<file path="src/logic/ddl_cfg.svh">
// Operation
// - Self refresh keeps stored data without clock
// - Loop off: only latencies six and six
// - Loop off: strobe window starts one earlier
// - After entry hold, input clock ignored
`ifndef DDL_CFG_SVH
`define DDL_CFG_SVH
// =====================================================
// Register map (byte addresses)
`define DDL_A_STATUS   8'h00
`define DDL_A_MODE0    8'h04
`define DDL_A_MODE1    8'h08
`define DDL_A_MODE2    8'h0c
`define DDL_A_CONFIG   8'h10
// =====================================================
// Command codes on the command pins
`define DDL_C_NOP      3'h0
`define DDL_C_MRS      3'h1
`define DDL_C_SRE      3'h2
`define DDL_C_READ     3'h3
`define DDL_C_WRITE    3'h4
`define DDL_C_CAL      3'h5
// =====================================================
// Field positions and fixed values
`define DDL_MR1_LOOP_OFF  0
`define DDL_MR0_LOOP_RST  8
`define DDL_MR0_CL_LSB    4
`define DDL_MR1_AL_LSB    3
`define DDL_MR1_RTT_B0    2
`define DDL_MR1_RTT_B1    6
`define DDL_MR1_RTT_B2    9
`define DDL_MR2_CWL_LSB   3
`define DDL_LAT_BASE      4'h5
`define DDL_LAT_OFF       4'h6
`define DDL_HOLD_RST      8'h05
`define DDL_LOCK_CYC      10'h200
`endif

</file>
<file path="src/logic/ddl_pkg.sv">
package ddl_pkg;
    // Device power state
    typedef enum logic [1:0] {
        DDL_IDLE = 2'b00,
        DDL_SR   = 2'b01,
        DDL_PD   = 2'b10
    } ddl_state_t;
    // Two-stage synchroniser state
    typedef struct packed {
        logic [28:0] s1;
        logic [28:0] s2;
    } ddl_sync_t;
    // Whole device state
    typedef struct packed {
        ddl_state_t  state;
        logic [7:0]  hold_cnt;
        logic        ign_clk;
        logic [12:0] mr0;
        logic [12:0] mr1;
        logic [12:0] mr2;
        logic [7:0]  stored;
        logic [4:0]  rd_cnt;
        logic        rd_busy;
        logic [7:0]  dq;
        logic        dq_oe;
        logic [9:0]  lock_cnt;
        logic        locked;
        logic        term_on;
        logic        prev_clk;
        logic [31:0] prdata;
        logic        pslverr;
        logic [7:0]  cfg_hold;
    } ddl_reg_t;
endpackage : ddl_pkg

</file>
<file path="src/logic/ddl_sync.sv">
`timescale 1ns/1ns
`default_nettype none
module ddl_sync
    import ddl_pkg::*;
(
    input  wire logic        mclk_i,   // Block clock
    input  wire logic        reset_i,  // Sync reset
    input  wire logic [28:0] async_i,  // Pins from outside
    output logic      [28:0] sync_o    // Synchronised copy
);
    ddl_sync_t st;       // Registered stages
    ddl_sync_t next_st;  // Next stages

    // =====================================================
    // Stage chain
    always_comb
    begin
        next_st.s1 = async_i;
        next_st.s2 = st.s1;
    end

    // Register both stages
    always_ff @(posedge mclk_i)
    begin
        if (reset_i)
            st <= '0;
        else
            st <= next_st;
    end

    assign sync_o = st.s2;
endmodule : ddl_sync
`default_nettype wire

</file>
<file path="src/logic/ddl_top.sv">
// Design decisions made here: the APB register port and the placing of the registers.
`timescale 1ns/1ns
`default_nettype none
`include "ddl_cfg.svh"
module ddl_top (
    input  wire logic        mclk_i,     // Block clock 25 MHz
    input  wire logic        reset_i,    // Sync reset, high
    input  wire logic        mem_clk_i,  // Command clock pin
    input  wire logic        cke_i,      // Clock enable pin
    input  wire logic        termination_control_i, // Term pin
    input  wire logic [2:0]  cmd_i,      // Command code
    input  wire logic [1:0]  ba_i,       // Mode register select
    input  wire logic [12:0] addr_i,     // Address / mode value
    input  wire logic [7:0]  wdata_i,    // Write data
    output logic      [7:0]  dq_o,       // Read data
    output logic             dq_oe_o,    // Read data drive
    output logic             term_on_o,  // Termination active
    output ddl_pkg::ddl_state_t state_o, // Power state
    input  wire logic        psel_i,     // APB select
    input  wire logic        penable_i,  // APB enable
    input  wire logic        pwrite_i,   // APB direction
    input  wire logic [7:0]  paddr_i,    // APB address
    input  wire logic [31:0] pwdata_i,   // APB write data
    output logic      [31:0] prdata_o,   // APB read data
    output logic             pready_o,   // APB ready
    output logic             pslverr_o   // APB error
);
    import ddl_pkg::*;

    logic [28:0] pins;        // Synchronised pins
    ddl_reg_t    st;          // Registered state
    ddl_reg_t    next_st;     // Next state
    logic        clk_s;       // Synced command clock
    logic        cke_s;       // Synced clock enable
    logic        odt_s;       // Synced termination pin
    logic [2:0]  cmd_s;       // Synced command
    logic [1:0]  ba_s;        // Synced register select
    logic [12:0] addr_s;      // Synced address
    logic [7:0]  wdat_s;      // Synced write data
    logic        edge_r;      // Command clock rising edge
    logic        live;        // Edge that the device acts on
    logic        loop_off;    // Loop disabled
    logic [3:0]  eff_cl;      // Effective read latency
    logic [3:0]  eff_cwl;     // Effective write latency
    logic [3:0]  eff_al;      // Additive latency
    logic [4:0]  rd_lat;      // Edges from read to strobe
    logic        setup;       // APB setup phase
    logic        wr_acc;      // APB write taken

    // =====================================================
    // Pin synchronisation, every pin passes two flops
    ddl_sync u_sync (
        .mclk_i  (mclk_i),
        .reset_i (reset_i),
        .async_i ({mem_clk_i, cke_i, termination_control_i,
                   cmd_i, ba_i, addr_i, wdata_i}),
        .sync_o  (pins)
    );
    assign {clk_s, cke_s, odt_s, cmd_s, ba_s, addr_s, wdat_s} = pins;

    // =====================================================
    // Latency decode
    always_comb
    begin
        loop_off = st.mr1[`DDL_MR1_LOOP_OFF];
        // Loop off forces both latencies to six
        if (loop_off)
        begin
            eff_cl  = `DDL_LAT_OFF;
            eff_cwl = `DDL_LAT_OFF;
        end
        else
        begin
            eff_cl  = `DDL_LAT_BASE
                      + {1'b0, st.mr0[`DDL_MR0_CL_LSB +: 3]};
            eff_cwl = `DDL_LAT_BASE
                      + {1'b0, st.mr2[`DDL_MR2_CWL_LSB +: 3]};
        end
        // Additive latency: off, CL-1 or CL-2
        unique case (st.mr1[`DDL_MR1_AL_LSB +: 2])
            2'b01:   eff_al = eff_cl - 4'h1;
            2'b10:   eff_al = eff_cl - 4'h2;
            default: eff_al = 4'h0;
        endcase
        // Strobe window one edge earlier with loop off
        rd_lat = {1'b0, eff_al} + {1'b0, eff_cl}
                 - {4'h0, loop_off};
    end

    assign edge_r = clk_s && !st.prev_clk;
    // Once clock is ignored, no edge reaches the logic
    assign live   = edge_r && !st.ign_clk;
    assign setup  = psel_i && !penable_i;
    assign wr_acc = psel_i && penable_i && pwrite_i;

    // =====================================================
    // Next-state logic
    always_comb
    begin
        next_st          = st;
        next_st.prev_clk = clk_s;
        // Power state sequencing
        unique case (st.state)
            DDL_IDLE:
            begin
                if (live && !cke_s)
                    next_st.state = DDL_PD;
                else if (live && cmd_s == `DDL_C_SRE)
                begin
                    next_st.state    = DDL_SR;
                    next_st.hold_cnt = st.cfg_hold;
                    next_st.rd_busy  = 1'b0;
                end
            end
            DDL_SR:
            begin
                // Count entry hold, then stop watching clock
                if (live && st.hold_cnt != 8'h00)
                    next_st.hold_cnt = st.hold_cnt - 8'h01;
                else if (st.hold_cnt == 8'h00)
                    next_st.ign_clk = 1'b1;
                // Exit needs no clock, only clock enable once the entry hold has run out
                if (cke_s && st.ign_clk)
                begin
                    next_st.state   = DDL_IDLE;
                    next_st.ign_clk = 1'b0;
                end
            end
            DDL_PD:
            begin
                if (live && cke_s)
                    next_st.state = DDL_IDLE;
            end
            default:
                next_st.state = DDL_IDLE;
        endcase
        // Commands act only in idle on a live edge
        if (st.state == DDL_IDLE && live && cke_s)
        begin
            unique case (cmd_s)
                `DDL_C_MRS:
                begin
                    if (ba_s == 2'h0)
                    begin
                        next_st.mr0 = addr_s;
                        next_st.mr0[`DDL_MR0_LOOP_RST] = 1'b0;
                        // Loop reset restarts the lock count only from zero; a running count keeps counting down
                        if (addr_s[`DDL_MR0_LOOP_RST])
                        begin
                            next_st.lock_cnt = `DDL_LOCK_CYC;
                            next_st.locked   = 1'b0;
                        end
                    end
                    else if (ba_s == 2'h1)
                        next_st.mr1 = addr_s;
                    else if (ba_s == 2'h2)
                        next_st.mr2 = addr_s;
                end
                `DDL_C_READ:
                begin
                    next_st.rd_busy = 1'b1;
                    next_st.rd_cnt  = rd_lat;
                end
                `DDL_C_WRITE:
                    next_st.stored = wdat_s;
                default:
                    next_st.stored = st.stored;
            endcase
        end
        // Read strobe countdown on command clock edges
        if (live && st.rd_busy && st.state == DDL_IDLE)
        begin
            if (st.rd_cnt <= 5'h01)
            begin
                next_st.rd_busy = 1'b0;
                next_st.dq_oe   = 1'b1;
                next_st.dq      = st.stored;
            end
            else
                next_st.rd_cnt = st.rd_cnt - 5'h01;
        end
        else if (live && st.dq_oe)
            next_st.dq_oe = 1'b0;
        // Lock counter advances on live edges
        if (live && st.lock_cnt != 10'h000)
        begin
            next_st.lock_cnt = st.lock_cnt - 10'h001;
            next_st.locked   = (st.lock_cnt == 10'h001);
        end
        // No termination with loop off or in self refresh
        next_st.term_on = odt_s && !loop_off && st.state != DDL_SR
                          && (st.mr1[`DDL_MR1_RTT_B2]
                              || st.mr1[`DDL_MR1_RTT_B1]
                              || st.mr1[`DDL_MR1_RTT_B0]);
        // APB read data captured in setup phase
        next_st.pslverr = 1'b0;
        if (setup)
        begin
            next_st.prdata = 32'h0;
            unique case (paddr_i)
                `DDL_A_STATUS: next_st.prdata =
                    {16'h0, eff_cwl, eff_cl, 3'h0, st.locked,
                     st.ign_clk, loop_off, st.state};
                `DDL_A_MODE0:  next_st.prdata = {19'h0, st.mr0};
                `DDL_A_MODE1:  next_st.prdata = {19'h0, st.mr1};
                `DDL_A_MODE2:  next_st.prdata = {19'h0, st.mr2};
                `DDL_A_CONFIG: next_st.prdata = {24'h0, st.cfg_hold};
                default:       next_st.pslverr = 1'b1;
            endcase
        end
        // APB write of the hold count
        if (wr_acc && paddr_i == `DDL_A_CONFIG)
            next_st.cfg_hold = pwdata_i[7:0];
        if (psel_i && penable_i)
            next_st.pslverr = st.pslverr;
    end

    // =====================================================
    // State register; stored data survive self refresh
    always_ff @(posedge mclk_i)
    begin
        if (reset_i)
        begin
            st          <= '0;
            st.cfg_hold <= `DDL_HOLD_RST;
        end
        else
            st <= next_st;
    end

    assign dq_o      = st.dq;
    assign dq_oe_o   = st.dq_oe;
    assign term_on_o = st.term_on;
    assign state_o   = st.state;
    assign prdata_o  = st.prdata;
    assign pslverr_o = st.pslverr && psel_i && penable_i;
    assign pready_o  = 1'b1;

    // =====================================================
    // Checks
    logic [4:0] hx_edges;   // Live edges since read
    logic [4:0] hx_exp;     // Expected strobe edge count
    always_ff @(posedge mclk_i)
    begin
        if (reset_i || (live && cmd_s == `DDL_C_READ
                        && st.state == DDL_IDLE && cke_s))
        begin
            hx_edges <= 5'h00;
            hx_exp   <= reset_i ? 5'h00 : rd_lat;
        end
        else if (live && st.rd_busy)
            hx_edges <= hx_edges + 5'h01;
    end
endmodule : ddl_top
`default_nettype wire
</file>
<file path="config.mk">
export PLATFORM = sky130hd
export DESIGN_NAME = ddl_top
export DESIGN_NICKNAME = d
export VERILOG_FILES = /design/src/logic/ddl_pkg.sv /design/src/logic/ddl_sync.sv /design/src/logic/ddl_top.sv
export VERILOG_INCLUDE_DIRS = /design/src /design/src/logic
export SDC_FILE = /design/constraint.sdc
export NUM_CORES = 1
export LEC_CHECK = 0
export BUFFER_PORTS_ARGS = -buffer_cell sky130_fd_sc_hd__buf_2
export CAP_MARGIN = 5
export CORE_UTILIZATION = 44
export CTS_BUF_LIST = sky130_fd_sc_hd__clkbuf_8
export CTS_CLUSTER_SIZE = 30
export DETAILED_ROUTE_END_ITERATION = 7
export PLACE_DENSITY = 0.79
export SYNTH_ARGS = -nofsm -noshare
export SYNTH_HDL_FRONTEND = slang
export SYNTH_SLANG_ARGS = --single-unit
</file>
<file path="constraint.sdc">
create_clock -name mclk_i -period 3 [get_ports mclk_i]
set_input_delay 0.75 -clock mclk_i [delete_from_list [all_inputs] [get_ports mclk_i]]
set_output_delay 0.75 -clock mclk_i [all_outputs]
set_load 0.1 [all_outputs]
</file>
# Word level (Yosys, flattened, before mapping)
# Cells that the tools add are included.
[classes]
addsub = 9
order_cmp = 1
eq_ne = 24
muxes = 32
n_bitwise = 2
n_reduce_logical = 53
[ops]
columns = ["operator", "count"]
rows = [
  ["$pmux 16 s5", 1],
  ["$mux 11", 5],
  ["$logic_and 1x1->1", 22],
  ["$mux 10", 2],
  ["$eq 8x4->1 const B", 2],
  ["$logic_not 8->1", 2],
  ["$mux 8", 2],
  ["$pmux 8 s2", 1],
  ["$mux 14", 1],
  ["$reduce_bool 2->1", 7],
  ["$mux 6", 2],
  ["$reduce_and 4->1", 3],
  ["$eq 10x1->1 const B", 1],
  ["$mux 1", 10],
  ["$ne 2x2->1 const B", 5],
  ["$reduce_bool 10->1", 1],
  ["$sub 10x1->10 const B", 1],
  ["$reduce_and 3->1", 3],
  ["$add 3x3->4 const A", 2],
  ["$eq 8x3->1 const B", 1],
  ["$eq 8x5->1 const B", 1],
  ["$mux 4", 2],
  ["$pmux 4 s2", 1],
  ["$reduce_bool 8->1", 1],
  ["24 further kinds", 42],
]
[word_totals]
regBits = 168
out_inout_bits = 46
word_cells = 141

# Logic depth before layout (Yosys ltp)
[depth]
depth_word = 11
mapped_depth = 15
depth_no_buf = 15

# Cells and area by module
# Synthesis repeated with hierarchy kept, for this count alone.
[hier_totals]
hier_cells = 818
area_unflattened_um2 = 7447.1
[by_module_without_submodules]
columns = ["module", "n_inst", "cells_per_inst", "area_per_inst_um2"]
rows = [
  ["ddl_top", 1, 696, 5878.1],
  ["ddl_sync", 1, 122, 1569.0],
]

# Worst setup path after synthesis
# Ideal clock, no wire load.
[synth_path]
kind = "register to register"
from = "reg st[107] (netlist name)"
to = "reg st[68] (netlist name)"
setup_ns = 0.130
arrival_time_ns = 2.903
setup_slack_ns = -0.033
stages_incl_launch_ff = 15
period_less_slack_ns = 3.033
path_cell_list = "dfxtp_1 -> ha_1 -> nor2_1 -> ha_1 -> nor2b_1 -> a21oi_1 -> or2_2 -> ha_1 -> inv_1 -> fa_1 -> a21o_1 -> a21oi_1 -> xnor2_1 -> a32oi_1 -> o32ai_1"
[synth_between]
elab_chain_len = 10
word_cells_on_any_way = 11
cone_classes = "add/sub: 5; mux: 6"
[synth_rtl]
columns = ["item", "line", "rtl"]
rows = [
  ["from (decl)", "ddl_top.sv:31", "ddl_reg_t st;"],
  ["from (signal assigned)", "ddl_top.sv:228", "st <= next_st;"],
  ["$add 3x3->4 (no source line) *", "-", ""],
  ["$mux 4 *", "ddl_top.sv:67", "if (loop_off)"],
  ["$sub 4x2->4 / $sub 4x1->4 (equally long branches)", "ddl_top.sv:82, ddl_top.sv:81", ""],
  ["$pmux 4 s2", "ddl_top.sv:80", "unique case (st.mr1[`DDL_MR1_AL_LSB +: 2])"],
  ["$add 4x4->5 *", "ddl_top.sv:86", "rd_lat = {1'b0, eff_al} + {1'b0, eff_cl}"],
  ["$sub 5x1->5 *", "ddl_top.sv:87", "- {4'h0, loop_off};"],
  ["$mux 6 *", "ddl_top.sv:140", "unique case (cmd_s)"],
  ["$mux 6 *", "ddl_top.sv:138", "if (st.state == DDL_IDLE && live && cke_s)"],
  ["$mux 5", "ddl_top.sv:173", "if (st.rd_cnt <= 5'h01)"],
  ["$mux 14 *", "ddl_top.sv:171", "if (live && st.rd_busy && st.state == DDL_IDLE)"],
]
# Every way passes the cells marked *; elsewhere a longest branch is shown, timed or not.
# A chain may end at the register's enable or synchronous reset.

# Worst setup path in the final report
[layout_path]
from = "reg st[108] (netlist name)"
to = "reg st[67] (netlist name)"
# The elaborated chain is that of the path after synthesis.

==> flow_summary_export.csv <==
group,metric,value,unit
run_status,status,"completed",
cells_and_area,final_nets,988,
setup_path,crit_type,"flop to flop",
cts,clk_path_buf_depth,2,
setup_path,critical-path-top-delay-family,"adder cells",
synth,synth-edff-count,0,
synth,synth_area,7340,sq um
power_and_ir_drop,leakage,0.00313,uW
power_and_ir_drop,power_density,515,nW/um^2
setup_path,max_stage_delay,380,ps
cells_and_area,design_area,8200,sq um
worst_hold_path,holdPathStages,1,
setup_path,worst_setup_path_end_kind,"flop",
cells_and_area,layout-drive-gt1-share,18.9,%
synth,synth-seq-area-share,45.8,%
setup_path,start_kind,"flop",
worst_hold_path,hp-class,"flop to flop",
sta,slew_headroom,21.1,%
setup_path,crit_buf_inv,1,
cells_and_area,layout_commonest_cell,"dfxtp_1",
cells_and_area,fin_cells,1121,
route,wirelength,15500,microns
cts,cts_root_buf,"clkbuf_8",
sta,max_freq,352,MHz
floorplan,ios,120,
global_routing,grt_pass1_wl,24900,microns
cts,clkTransAtPathRegs,90,ps
sta,slew_viol_final,0,
setup_path,cp_slowest_cell,"dfxtp_1",
sta,setup_viol,0,
sta,period_needed,2840,ps
synth,synth-seq-cells,168,
setup_path,r2r_cells,14,
sta,finalHoldViolCount,0,
setup_path,required,3380,ps
cts,cts_tree,"built",
floorplan,chipHeight,131,microns
floorplan,core_area,16100,sq um
cells_and_area,area_growth,11.7,%
flow_run,cap_violations,0,
cts,clock_latency,470,ps
cells_and_area,diodes,0,
power_and_ir_drop,ir_worst_vdd,0.000469,V
route,antenna_left,0,
sta,final.period_utilization,94.8,%
setup_path,cp.arrival,3220,ps
cts,clock_sinks,168,
global_routing,antenna_found_initial,0,
floorplan,die_w,131,microns
cells_and_area,final_cell_mix,"dfxtp_1 (167), nand2_1 (120), a21oi_1 (81)",
synth,syn_avg_cell_area,8.73,sq um
global_routing,grt_max_degree,54,
setup_path,crit_cells,14,
floorplan,num_rows,46,
place,gp_congestion,0.836,
place,place_area,7730,sq um
setup_path,reg2reg_slack,160,ps
floorplan,die-area,17200,sq um
place,dp_cells,1088,
setup_path,crit_path_max_fanout,2,
global_routing,grt_usage,18.0,%
global_routing,grt.overflow.total,0,
route,drt-vias-per-instance,5.10,
cts,cts_buffers,17,
global_routing,grt_pass1_vias,5069,
route,initialDrtViolationCount,471,
cells_and_area,fin_util,51.1,%
sta,finalSetupTns,0,ps
place,io_buffer_count,78,
synth,syn_inst,841,
synth,synthArstFlopShare,0,%
route,avgRoutedWirePerCell,13.9,microns
setup_path,cp_cell_sequence,"ha_4, nor2_2, ha_1, nor2b_1, a21oi_1, or2_4, ha_4, inv_2, ha_1, a21o_1, a21oi_2, xnor2_1, a21oi_1, o32ai_1",
synth,yosysWarnings,0,
cts,hold_buffers,0,
synth,synth.distinct_cells,66,
floorplan,start_util,45.7,%
route,vias,5717,
place,dp_hpwl,10600,microns
sta,finalClockSkew,10.9,ps
synth,synth_ff_type,"dfxtp_1",
route,drc,0,
sta,tightest_slew,1180,ps
cts,htreeDepth,4,
route,first_pass_iters,5,
flip-flops by register name (all words and copies together), names as in the netlist:
register	cells
st	81
u_sync.next_st	29
u_sync.sync_o	29
prdata_o	16
dq_o	8
state_o	2
dq_oe_o	1
loop_off	1
term_on_o	1
final cells by class:
cell class | instances | area, sq um
Clock buffer | 19 | 262
Inverter | 27 | 101
Multi-Input combinational cell | 576 | 3500
Clock inverter | 12 | 119
Tap cell | 216 | 270
Sequential cell | 168 | 3360
Timing Repair Buffer | 103 | 584
Fill cell | 1513 | 7860
where the power goes:
group	switching (uW)	leakage, uW	internal, uW	total, uW
sequential	36.5	0.00137	2280	2320
clock	839	0.000185	707	1550
combinational	262	0.00158	95.1	357
stage by stage:
stage                     setup slack (ps)  power, uW  hold WS (ps)
after CTS                             5.27       4250           434
after floorplan                       39.4       2660           414
after global placement                70.3       2720           421
after global routing                 -16.5       4380           451
after detailed placement              20.1       2720           420
final                                  156       4220           430
worst register-to-register path, delay by kind of cell, from the launching register on:
kind / cells / cell delay (ps)
flops: 1 / 380
fa+ha+maj: 4 / 980
buf+inv: 1 / 40
simple gates: 3 / 490
compound gates: 5 / 710
xor+xnor: 1 / 140
layer usage:
metal  track usage (%)  vias to the layer above  part of all wire (%)
met4              6.41                        0                   1.7
met5                 0                        -                     0
li1                  -                     2900                     -
met2              26.6                      200                    43
met1              25.1                     2590                    48
met3              4.51                       27                   7.1
logic make-up after synthesis:
kind of cell / synth area share, %
mux: 4.13
fa+ha+maj: 3.68
xor+xnor: 1.07
simple gates: 23.1
flops: 45.8
other cells: 0.102
compound gates: 13.9
buf+inv: 8.25
path summary, 6_finish.rpt:
kind,from,to
setup reg to reg,st[108]$_SDFFE_PP0P_,st[67]$_SDFF_PP0_
hold / removal,u_sync.next_st[2]$_SDFF_PP0_,u_sync.sync_o[2]$_SDFF_PP0_
setup / recovery,st[108]$_SDFFE_PP0P_,st[67]$_SDFF_PP0_
hold reg to reg,u_sync.next_st[2]$_SDFF_PP0_,u_sync.sync_o[2]$_SDFF_PP0_
what timing repair did:
item	in CTS	in global routing
buffers inserted	0	2
endpoints found under the setup margin	1	3
pin swaps	0	11
gates cloned	0	0
resized for setup	1	14
Yosys cell counts (all sizes together), types with 6 or more instances:
master | number | share of area, %
dfxtp | 168 | 46
nand2 | 120 | 6.1
a21oi | 83 | 5.7
nor2b | 71 | 6.2
nor2 | 62 | 3.2
buf | 55 | 5.3
clkbuf | 30 | 1.5
inv | 27 | 1.4
o21ai | 24 | 1.6
ha | 20 | 3.4
mux2i | 19 | 2.6
a22oi | 15 | 1.5
nor3 | 14 | 1.0
o22ai | 9 | 0.77
mux2 | 8 | 1.2
xnor2 | 7 | 0.84
and3 | 6 | 0.51
nor4 | 6 | 0.60
or2 | 6 | 0.51
or3 | 6 | 0.51
(Power assumes the default switching activity.)
